[config.mk]
export PLATFORM = sky130hd
export DESIGN_NAME = rsttr_top
export DESIGN_NICKNAME = d
export VERILOG_FILES = /design/src/common/rsttr_pkg.sv /design/src/design/rsttr_stretch.sv /design/src/design/rsttr_top.sv
export VERILOG_INCLUDE_DIRS = /design/src /design/src/common
export SDC_FILE = /design/constraint.sdc
export NUM_CORES = 1
export LEC_CHECK = 0
export ABC_AREA = 1
export CAP_MARGIN = 20
export CORE_ASPECT_RATIO = 0.75
export CORE_MARGIN = 3
export CORE_UTILIZATION = 55
export CTS_CLUSTER_DIAMETER = 150
export DETAILED_ROUTE_END_ITERATION = 7
export DONT_BUFFER_PORTS = 1
export GPL_TIMING_DRIVEN = 0
export PLACE_DENSITY = 0.77
export SLEW_MARGIN = 20
export SYNTH_ARGS = -nofsm -noshare
export SYNTH_HDL_FRONTEND = slang
export SYNTH_HIERARCHICAL = 1
export SYNTH_SLANG_ARGS = --single-unit
[constraint.sdc]
create_clock -name MCLK -period 3.6 [get_ports MCLK]
set_input_delay 0.36 -clock MCLK [delete_from_list [all_inputs] [get_ports MCLK]]
set_output_delay 0.36 -clock MCLK [all_outputs]
set_load 0.02 [all_outputs]
[src/common/rsttr_regs.svh]
// Constants for the reset supervisor and NAND tree test block.
// What this block does
// - Manual reset low forces reset, stretched output.
// - Drive bidirectional pin low on main supply low.
// - External low on bidirectional pin acts as reset.
// - Output low on manual, bidirectional or second supply.
// - Power-on loads defaults; run after supply good.
// - Power-on initializes all listed control registers.
// - Value and limit registers get no defined contents.
// - Bidirectional pin low resets registers, converter idle.
// - Config bit 4 starts soft reset, self-clears.
// - Soft reset spares test and analog output registers.
// - Latch test-entry pin at power-up; high enters tree mode.
// - Tree mode persists until power is removed.
// - Address pin becomes NAND chain output in tree mode.
// - Tree output reads 1 all-low, inverts each step.
// - Configuration register power-on value is 0010 0101.
// - Trip point lock cleared only by reset output or power-on.
`ifndef RSTTR_REGS_SVH
`define RSTTR_REGS_SVH

`define RSTTR_CFG_ADDR 8'h40
`define RSTTR_CFG_POR 8'h25
`define RSTTR_CFG_LOCK_BIT 3
`define RSTTR_CFG_SOFT_BIT 4
`define RSTTR_CLK_PERIOD_NS 10
`define RSTTR_STRETCH_NS 200000
`define RSTTR_STRETCH_CYCLES (`RSTTR_STRETCH_NS / `RSTTR_CLK_PERIOD_NS)
`define RSTTR_SAMPLE_WAIT 2'h2
`define RSTTR_TREE_INPUTS 4

`endif

[src/common/rsttr_pkg.sv]
// Types shared by the reset supervisor and NAND tree test block.
package rsttr_pkg;

    typedef enum logic [1:0] {
        RSTTR_POWER_SAMPLE = 2'b00,
        RSTTR_HELD = 2'b01,
        RSTTR_RUN = 2'b10
    } rsttr_state_e;

    // Register initialize requests sent to the register file.
    typedef struct packed {
        logic all_regs;   // Test and analog output registers as well.
        logic core_regs;  // Configuration, status, mirror, mask, trip points.
    } rsttr_init_s;

    // Chain inputs, index 0 farthest from the tree output.
    typedef struct packed {
        logic manual;
        logic sda;
        logic scl;
        logic general;
    } rsttr_chain_s;

    typedef logic [15:0] rsttr_count_t;

endpackage

[src/design/rsttr_stretch.sv]
// Reset stretcher: holds its output for a fixed count after the request ends.
module rsttr_stretch #(
    parameter rsttr_pkg::rsttr_count_t STRETCH = 16'h4E20
) (
    input wire logic clk,          // Device clock.
    input wire logic rst_n,        // Power-on reset, active low.
    input wire logic hold,         // Reset request level.
    output logic stretched         // Stretched reset, active high.
);
    rsttr_pkg::rsttr_count_t count_reg;
    rsttr_pkg::rsttr_count_t count_next;
    logic stretched_next;

    // Starts asserted and fully loaded so power-up also gets the full stretch.
    assign count_next = hold ? STRETCH :
                        (count_reg != 16'h0000) ? count_reg - 16'h0001 : count_reg;
    assign stretched_next = hold | (count_reg > 16'h0001);

    always_ff @(posedge clk or negedge rst_n) begin
        if (!rst_n) begin
            count_reg <= STRETCH;
            stretched <= 1'b1;
        end else begin
            count_reg <= count_next;
            stretched <= stretched_next;
        end
    end
endmodule

[src/design/rsttr_top.sv]
// Reset supervisor, soft reset, configuration lock and NAND tree test logic.
`include "rsttr_regs.svh"

module rsttr_top #(
    parameter rsttr_pkg::rsttr_count_t STRETCH_CYCLES = 16'(`RSTTR_STRETCH_CYCLES)
) (
    input wire logic MCLK,                           // Device clock, 100 MHz.
    input wire logic RST_N,                          // Power-on reset, active low.
    input wire logic MANUAL_RESET_IN_N,              // Manual reset pin, active low.
    input wire logic BIDIR_RESET_N_LEVEL,            // Bidirectional reset pin level.
    output logic BIDIR_RESET_N_DRIVE,                // Bidirectional reset drive value.
    output logic BIDIR_RESET_N_OE_N,                 // Low while driving the pin.
    input wire logic MAIN_SUPPLY_LOW,                // Main supply below reset threshold.
    input wire logic SECOND_SUPPLY_MONITOR_LOW,      // Second supply below threshold.
    input wire logic FAN_LEVEL_TEST_ENTRY_PIN,       // Test entry strap pin.
    input wire logic GENERAL_LOGIC_INPUT,            // General input pin.
    input wire logic SCL,                            // Serial clock pin level.
    input wire logic SDA,                            // Serial data pin level.
    input wire logic REG_WR,                         // Register write strobe.
    input wire logic [7:0] REG_ADDR,                 // Register write address.
    input wire logic [7:0] REG_WDATA,                // Register write data.
    output logic STRETCHED_RESET_OUT_N,              // Stretched reset output.
    output logic ADDRESS_SELECT_TREE_OUT,            // Tree output drive value.
    output logic ADDRESS_SELECT_TREE_OUT_OE_N,       // Low while driving tree out.
    output logic [7:0] CONFIG_REG,                   // Configuration register.
    output logic TRIP_LOCK,                          // Trip point lock.
    output rsttr_pkg::rsttr_init_s REG_INIT,         // Register initialize levels.
    output logic CONVERTER_IDLE,                     // Converter sequencing held.
    output logic NAND_TREE_MODE                      // Tree test mode latched.
);
    // Every supply, reset, strap and chain pin passes two flops; only stage two is read by logic.
    localparam int NSYNC = 8;
    logic [NSYNC-1:0] pin_async;
    logic [NSYNC-1:0] sync1_reg;
    logic [NSYNC-1:0] sync2_reg;
    // Idle levels for reset: resets and supply flags inactive, strap and chain pins (general, SCL, SDA) low.
    localparam logic [NSYNC-1:0] SYNC_IDLE = 8'h03;

    assign pin_async = {SDA, SCL, GENERAL_LOGIC_INPUT, FAN_LEVEL_TEST_ENTRY_PIN,
                        SECOND_SUPPLY_MONITOR_LOW, MAIN_SUPPLY_LOW,
                        BIDIR_RESET_N_LEVEL, MANUAL_RESET_IN_N};

    always_ff @(posedge MCLK or negedge RST_N) begin
        if (!RST_N) begin
            sync1_reg <= SYNC_IDLE;
            sync2_reg <= SYNC_IDLE;
        end else begin
            sync1_reg <= pin_async;
            sync2_reg <= sync1_reg;
        end
    end

    wire manual_n_s = sync2_reg[0];
    wire bidir_n_s = sync2_reg[1];
    wire main_low_s = sync2_reg[2];
    wire second_low_s = sync2_reg[3];
    wire strap_s = sync2_reg[4];

    // One assignment for the whole struct keeps the chain variable single-driven.
    rsttr_pkg::rsttr_chain_s chain;
    assign chain = {manual_n_s, sync2_reg[7], sync2_reg[6], sync2_reg[5]};

    // Power-up sequencing.
    rsttr_pkg::rsttr_state_e state_reg;
    rsttr_pkg::rsttr_state_e state_next;
    logic [1:0] wait_reg;
    logic nand_mode_reg;
    wire in_power_sample = (state_reg == rsttr_pkg::RSTTR_POWER_SAMPLE);
    wire sample_done = in_power_sample & (wait_reg == `RSTTR_SAMPLE_WAIT);
    wire pin_reset = ~manual_n_s | ~bidir_n_s;
    wire supply_bad = main_low_s;

    always_comb begin
        state_next = state_reg;
        case (state_reg)
            rsttr_pkg::RSTTR_POWER_SAMPLE: begin
                if (sample_done) begin
                    state_next = rsttr_pkg::RSTTR_HELD;
                end
            end
            rsttr_pkg::RSTTR_HELD: begin
                if (!supply_bad && !pin_reset) begin
                    state_next = rsttr_pkg::RSTTR_RUN;
                end
            end
            rsttr_pkg::RSTTR_RUN: begin
                if (supply_bad || pin_reset) begin
                    state_next = rsttr_pkg::RSTTR_HELD;
                end
            end
            default: begin
                state_next = rsttr_pkg::RSTTR_POWER_SAMPLE;
            end
        endcase
    end

    // The strap is caught after reset release, once the synchroniser has filled.
    always_ff @(posedge MCLK or negedge RST_N) begin
        if (!RST_N) begin
            state_reg <= rsttr_pkg::RSTTR_POWER_SAMPLE;
            wait_reg <= 2'h0;
            nand_mode_reg <= 1'b0;
        end else begin
            state_reg <= state_next;
            if (in_power_sample && !sample_done) begin
                wait_reg <= wait_reg + 2'h1;
            end
            if (sample_done) begin
                nand_mode_reg <= strap_s;
            end
        end
    end

    // Bidirectional pin: pulled low by us on main supply fault.
    logic bidir_oe_n_reg;
    always_ff @(posedge MCLK or negedge RST_N) begin
        if (!RST_N) begin
            bidir_oe_n_reg <= 1'b0;
        end else begin
            bidir_oe_n_reg <= ~main_low_s;
        end
    end
    assign BIDIR_RESET_N_DRIVE = 1'b0;
    assign BIDIR_RESET_N_OE_N = bidir_oe_n_reg;

    // Stretched reset output; held from power-on until the stretch ends.
    wire stretch_hold = pin_reset | second_low_s | main_low_s | in_power_sample;
    logic stretched;
    rsttr_stretch #(
        .STRETCH(STRETCH_CYCLES)
    ) u_stretch (
        .clk(MCLK),
        .rst_n(RST_N),
        .hold(stretch_hold),
        .stretched(stretched)
    );
    assign STRETCHED_RESET_OUT_N = ~stretched;

    // Configuration register with soft reset and write-once lock.
    logic [7:0] cfg_reg;
    logic [7:0] cfg_next;
    logic init_all_reg;
    logic init_core_reg;
    wire hard_init = (state_reg != rsttr_pkg::RSTTR_RUN);
    wire soft_req = cfg_reg[`RSTTR_CFG_SOFT_BIT];
    wire cfg_wr = REG_WR & ~hard_init & ~soft_req & (REG_ADDR == `RSTTR_CFG_ADDR);
    wire lock_clear = stretched;
    wire lock_keep = cfg_reg[`RSTTR_CFG_LOCK_BIT] & ~lock_clear;
    wire lock_set = cfg_wr & REG_WDATA[`RSTTR_CFG_LOCK_BIT];

    // The lock bit only goes to one by a write; soft reset leaves it alone.
    always_comb begin
        cfg_next = cfg_reg;
        if (hard_init || soft_req) begin
            cfg_next = `RSTTR_CFG_POR;
        end else if (cfg_wr) begin
            cfg_next = REG_WDATA;
        end
        cfg_next[`RSTTR_CFG_LOCK_BIT] = lock_keep | lock_set;
    end

    always_ff @(posedge MCLK or negedge RST_N) begin
        if (!RST_N) begin
            cfg_reg <= `RSTTR_CFG_POR;
        end else begin
            cfg_reg <= cfg_next;
        end
    end

    // Value and limit registers are not in either init set.
    always_ff @(posedge MCLK or negedge RST_N) begin
        if (!RST_N) begin
            init_all_reg <= 1'b1;
            init_core_reg <= 1'b1;
        end else begin
            init_all_reg <= hard_init;
            init_core_reg <= hard_init | soft_req;
        end
    end

    // NAND chain: general input farthest, manual reset nearest the output.
    localparam int NT = `RSTTR_TREE_INPUTS;
    logic [NT-1:0] chain_in;
    logic [NT:0] stage;
    assign chain_in = chain;
    assign stage[0] = 1'b1;
    genvar gi;
    generate
        for (gi = 0; gi < NT; gi = gi + 1) begin : g_nand
            assign stage[gi+1] = ~(chain_in[gi] & stage[gi]);
        end
    endgenerate

    logic tree_out_reg;
    logic tree_oe_n_reg;
    always_ff @(posedge MCLK or negedge RST_N) begin
        if (!RST_N) begin
            tree_out_reg <= 1'b1;
            tree_oe_n_reg <= 1'b1;
        end else begin
            tree_out_reg <= stage[NT];
            tree_oe_n_reg <= ~nand_mode_reg;
        end
    end

    logic idle_reg;
    always_ff @(posedge MCLK or negedge RST_N) begin
        if (!RST_N) begin
            idle_reg <= 1'b1;
        end else begin
            idle_reg <= hard_init;
        end
    end

    assign ADDRESS_SELECT_TREE_OUT = tree_out_reg;
    assign ADDRESS_SELECT_TREE_OUT_OE_N = tree_oe_n_reg;
    assign CONFIG_REG = cfg_reg;
    assign TRIP_LOCK = cfg_reg[`RSTTR_CFG_LOCK_BIT];
    assign REG_INIT = {init_all_reg, init_core_reg};
    assign CONVERTER_IDLE = idle_reg;
    assign NAND_TREE_MODE = nand_mode_reg;
endmodule

-- Yosys cells after proc, flatten, opt, wreduce, memory -nomap -nowiden
Cells that the tools add are included.
- flip-flop bits (word level): 51
- bits of input ports: 27
- output and inout bits: 18
- word-level logic and storage cells: 72
- $add $sub $neg: 2
- magnitude comparators: 1
- equal/unequal tests: 8
- mux-type cells: 8
- bitwise logic cells: 27
- reduce and logical (&&, ||, !) cells: 12
- operators with widths (cell ; number):
    2-to-1 mux 16 bit ; 2
    greater-than comparator 16 x 1 -> 1 bit, second input constant ; 1
    2-to-1 mux 8 bit ; 2
    nonzero test 16 bit ; 1
    subtractor 16 x 1 -> 16 bit, second input constant ; 1
    NOT 1 bit ; 11
    bitwise AND 1 bit ; 9
    == test 8 x 7 -> 1 bit, second input constant ; 1
    bitwise OR 1 bit ; 7
    2-to-1 mux 2 bit ; 3
    inequality test 2 bit, second input constant ; 3
    one-hot mux 2 bit (3 select lines) ; 1
    == test 2 bit, second input constant ; 2
    nonzero test 2 bit ; 2
    zero test 1 bit ; 3
    AND reduction 3 bit ; 1
    adder 2 x 1 -> 2 bit, second input constant ; 1
    == test 2 x 1 -> 1 bit, second input constant ; 1
    logical AND 1 bit ; 2
    zero test 2 bit ; 1
    logical OR 1 bit ; 2
    inequality test 2 x 1 -> 1 bit, second input constant ; 1

-- Logic depth before layout (Yosys ltp)
- depth in word-level cells: 7
- gate-level depth with buffers: 8
- depth with buffers taken out: 8

-- Modules after synthesis
Netlist, hierarchy kept.
- modules (own cells, without submodules) (module ; times used ; cells each ; area an instance (sq um) ; seq. area each (sq um)):
    rsttr_top ; 1 ; 106 ; 1246.2 ; 864.6
    rsttr_stretch ; 1 ; 149 ; 1086.0 ; 432.9

-- Worst setup path before layout
Ideal clock, no wire load.
- path type: reg-to-reg
- start: register u_stretch.count_reg[0]
- end: register u_stretch.count_reg[7]
- setup time: 116 ps
- arrival: 1259 ps
- required time: 3484 ps
- path slack: 2226 ps
- stages on the path, launching flop included: 8
- path buffers: 0
- clock period less this slack: 1374 ps
- cell sequence: dfrtp_1 -> inv_1 -> ha_1 -> nand2_4 -> nor2_8 -> nand2_2 -> a21oi_2 -> nor2_1
- word-level cells in the longest chain between the ends: 3
- elaborated cells between the ends (all ways): 5
- classes of those cells: 1 x add/sub; 2 x mux; 2 x reduce/logical
- RTL lines (what ; RTL line ; text):
    from (decl) ; rsttr_stretch.sv:10 ; rsttr_pkg::rsttr_count_t count_reg;
    from (signal assigned) ; rsttr_stretch.sv:24 ; count_reg <= count_next;
    subtractor 16 x 1 -> 16 bit ; rsttr_stretch.sv:16 ; (count_reg != 16'h0000) ? count_reg - 16'h0001 : count_reg;
    2-to-1 mux 16 bit ; rsttr_stretch.sv:16 ;
    2-to-1 mux 16 bit ; rsttr_stretch.sv:15 ; assign count_next = hold ? STRETCH :
Several ways; a longest one is shown, not always the timed one. The select of a mux whose other input is x is not followed.
A chain may end at the register's enable or synchronous reset.

-- Worst setup path after layout
- start: register sync2_reg[0]
- end: register u_stretch.count_reg[6]
- word-level cells in the longest chain between the ends: 6
- elaborated cells between the ends (all ways): 7
- classes of those cells: 1 x mux; 5 x bitwise; 1 x reduce/logical
- RTL lines (what ; RTL line ; text):
    from (decl) ; rsttr_top.sv:35 ; logic [NSYNC-1:0] sync2_reg;
    from (signal assigned) ; rsttr_top.sv:49 ; sync2_reg <= sync1_reg;
    NOT 1 bit * ; rsttr_top.sv:70 ; wire pin_reset = ~manual_n_s | ~bidir_n_s;
    bitwise OR 1 bit * ; rsttr_top.sv:70 ;
    bitwise OR 1 bit * (3 in a row) ; rsttr_top.sv:127 ; wire stretch_hold = pin_reset | second_low_s | main_low_s | in_power_sample;
    named net stretch_hold ; rsttr_top.sv:127 ;
    2-to-1 mux 16 bit or nonzero test 2 bit (tied branches) ; n/a ;
The timed path passes the listed nets; every way through them passes the cells marked *.

==> results.toml <==
[cells_and_area]
largest_reg_flops = 16
area.growth.synth_to_final_pct = 9.23
final_util_pct = 66.1
layout.nets = 294
diodes = 0
drive_above_1_share_pct = 21.9

[synthesis]
ys_warn_count = 6
yosysUniqueCellTypes = 30
ys_ff_latch = 51
syn_nets = 285
async_reset_ff_share_pct = 100
synth_commonest_cells = "nand2_1, nor2_1, dfrtp_1"
syn_avg_cell_area_um2 = 9.15
syn_inst = 255
seq_area_frac_synth_pct = 55.6
synth_area_um2 = 2330
yosys-top-cells-area = "dfrtp_1, dfstp_2, nand2_1, nor2_1, nand3_1"
synth_edf_count = 0
yosysTopAreaCellShare_pct = 36.5
synth.most_common_cell = "nand2_1"
synth-main-ff-cell = "dfrtp_1"
synth_area_leader_cell = "dfrtp_1"

[critical_path]
slowest_delay_ns = 0.54
crit_path_max_fanout = 10
critical_path_arrival_ns = 1.95
worst-path-buf-inv = 3
worstSetupPathType = "flop to flop"
crit_slowest_cell = "dfstp_2"
endpoint_kind = "flop"
start_kind = "flop"
crit_required_ns = 3.84
cp_top_family = "buffers and inverters"
path_cells = "nand3_1 > inv_1 > nand2_1 > inv_1 > buf_2 > nand3_1 > nor2_1"

[grt]
grt_pass1_vias = 1588
grt_overflow = 0
grt_usage_pct = 18.8
grt_max_degree = 52
antenna_found_initial = 0
grt_first_pass_wirelength_mm = 7.22

[cts]
cts_made_buffers = 5
clock_latency_ns = 0.31
post_cts_buffers = 0
clk_path_buf_depth = 2
path_clk_slew_ns = 0.09
cts_tree = "yes"
root_buffer = "clkbuf_8"
h-tree-depth = 2
clkSinkCount = 51

[pwr]
power_density_nw_per_um2 = 455
combPwrFrac_pct = 10.1
ir_worst_vdd_uv = 375
pwr-share-seq_pct = 56.0
p_sw_uw = 303
swShare_pct = 26.2
power.leakage_nw = 1.26
cell_internal_pwr_uw = 856
p_clk_share_pct = 33.9

[routing]
wl_mm = 4.34
dr_total_vias = 1618
antenna_left = 0
drc = 0
vias_per_cell = 5.10
wl_per_cell_um = 13.7
drtIter0Drc = 91
drtPass1Iterations = 4

[floorplanning]
io_pins = 45
dieHeight_um = 62.4
placement_rows = 19
die_w_um = 81.2
start_util_pct = 60.6
core_um2 = 3850
die-area_um2 = 5070

[place]
place.gp.congestion = 0.881
port_buffers = 0
dp_hpwl_mm = 3.21

[min_path]
hp-class = "input port to flop"

[sta]
fin_crit_sh_pct = 47.4
fin_tns_setup_ns = 0
rsz0062_at_grt = "false"
clock_skew_ns = 0.00831
setup_viol = 0
final_hold_viol_count = 0
slew_violations = 0
max_freq_mhz = 586
finalCriticalPeriod_ns = 1.71

[job]
drv_cap = 0

[status]
status = "completed"
-- final timing paths --
check | from | end | depth (start not counted) | slack [ns]
max in group asynchronous | RST_N | u_stretch/count_reg[5] | 2 | 2.75
min in group asynchronous | RST_N | u_stretch/count_reg[8] | 2 | 0.56
hold reg to reg | sync1_reg[7] | sync2_reg[7] | 0 | 0.36
setup / recovery | sync2_reg[0] | u_stretch/count_reg[6] | 7 | 1.89
hold / removal | BIDIR_RESET_N_LEVEL | sync1_reg[1] | 0 | 0.04
setup reg to reg | sync2_reg[0] | u_stretch/count_reg[6] | 7 | 1.89
-- logic make-up (layout without fill, tap and decap cells) --
group	Yosys count	count (layout)	share of synthesized area, %
and+or+nand+nor	146	146	31.7
DFF	51	51	55.6
buffers and inverters	38	48	6.81
AOI/OAI and AO/OA	15	15	3.70
adders and majority gates	3	3	1.61
other	1	1	0.161
xor gates and xnor gates	1	1	0.376
-- cell usage in the layout, fill, tap and decap left out, types with 4 or more instances in the layout --
master,synthesis,layout
nor2_1,35,35
dfstp_2,17,17
buf_4,4,4
nand4_1,4,4
nor2_4,4,4
clkbuf_8,0,5
nand3_1,25,25
a21oi_1,7,7
inv_1,29,29
nand2_1,57,57
dfrtp_1,34,34
-- metrics by stage --
stage | instances | instance area, um2 | total power [mW] | worst slack, ns | hold WS, ns
5_1_grt | 317 | 2550 | 1.21 | 1.71 | 0.0211
4_1_cts | 317 | 2550 | 1.17 | 1.86 | 0.0338
2_1_floorplan | 255 | 2330 | 0.738 | 2.23 | 0.0644
6_report | 317 | 2550 | 1.16 | 1.89 | 0.0433
3_5_place_dp | 307 | 2400 | 0.764 | 1.87 | 0.0662
3_3_place_gp | 307 | 2400 | 0.754 | 1.95 | 0.0664
-- layout make-up --
| cell class | instances | area [um2] |
|---|---|---|
| fill | 312 | 1300 |
| clock buffer | 5 | 68.8 |
| buffer | 5 | 35.0 |
| inverter | 33 | 124 |
| clock inverter | 3 | 43.8 |
| multi-input combinational | 166 | 876 |
| timing repair buffer | 2 | 37.5 |
| sequential | 51 | 1300 |
| tap | 52 | 65.1 |
-- power by group through the flow --
stage | Combinational [mW] | Sequential, mW | Clock, mW
after floorplan | 0.0823 | 0.656 | 0
after global placement | 0.0954 | 0.659 | 0
after detailed placement | 0.102 | 0.661 | 0
after CTS | 0.118 | 0.651 | 0.402
after global routing | 0.134 | 0.656 | 0.422
final | 0.117 | 0.649 | 0.393
-- metal layers --
layer,global-route usage [%],vias to the layer above,part of all wire [%]
met5,0,-,0
met3,5.19,7,5.7
met2,29.0,43,48
met4,7.38,0,1.5
li1,-,806,-
met1,25.1,762,45
-- what timing repair did --
item	4_1_cts	5_1_grt
resized for setup	0	0
hold buffers	2	0
endpoints found under the hold margin	51	0
endpoints found under the setup margin	0	0
No activity file was read; power rests on OpenSTA's default activity.
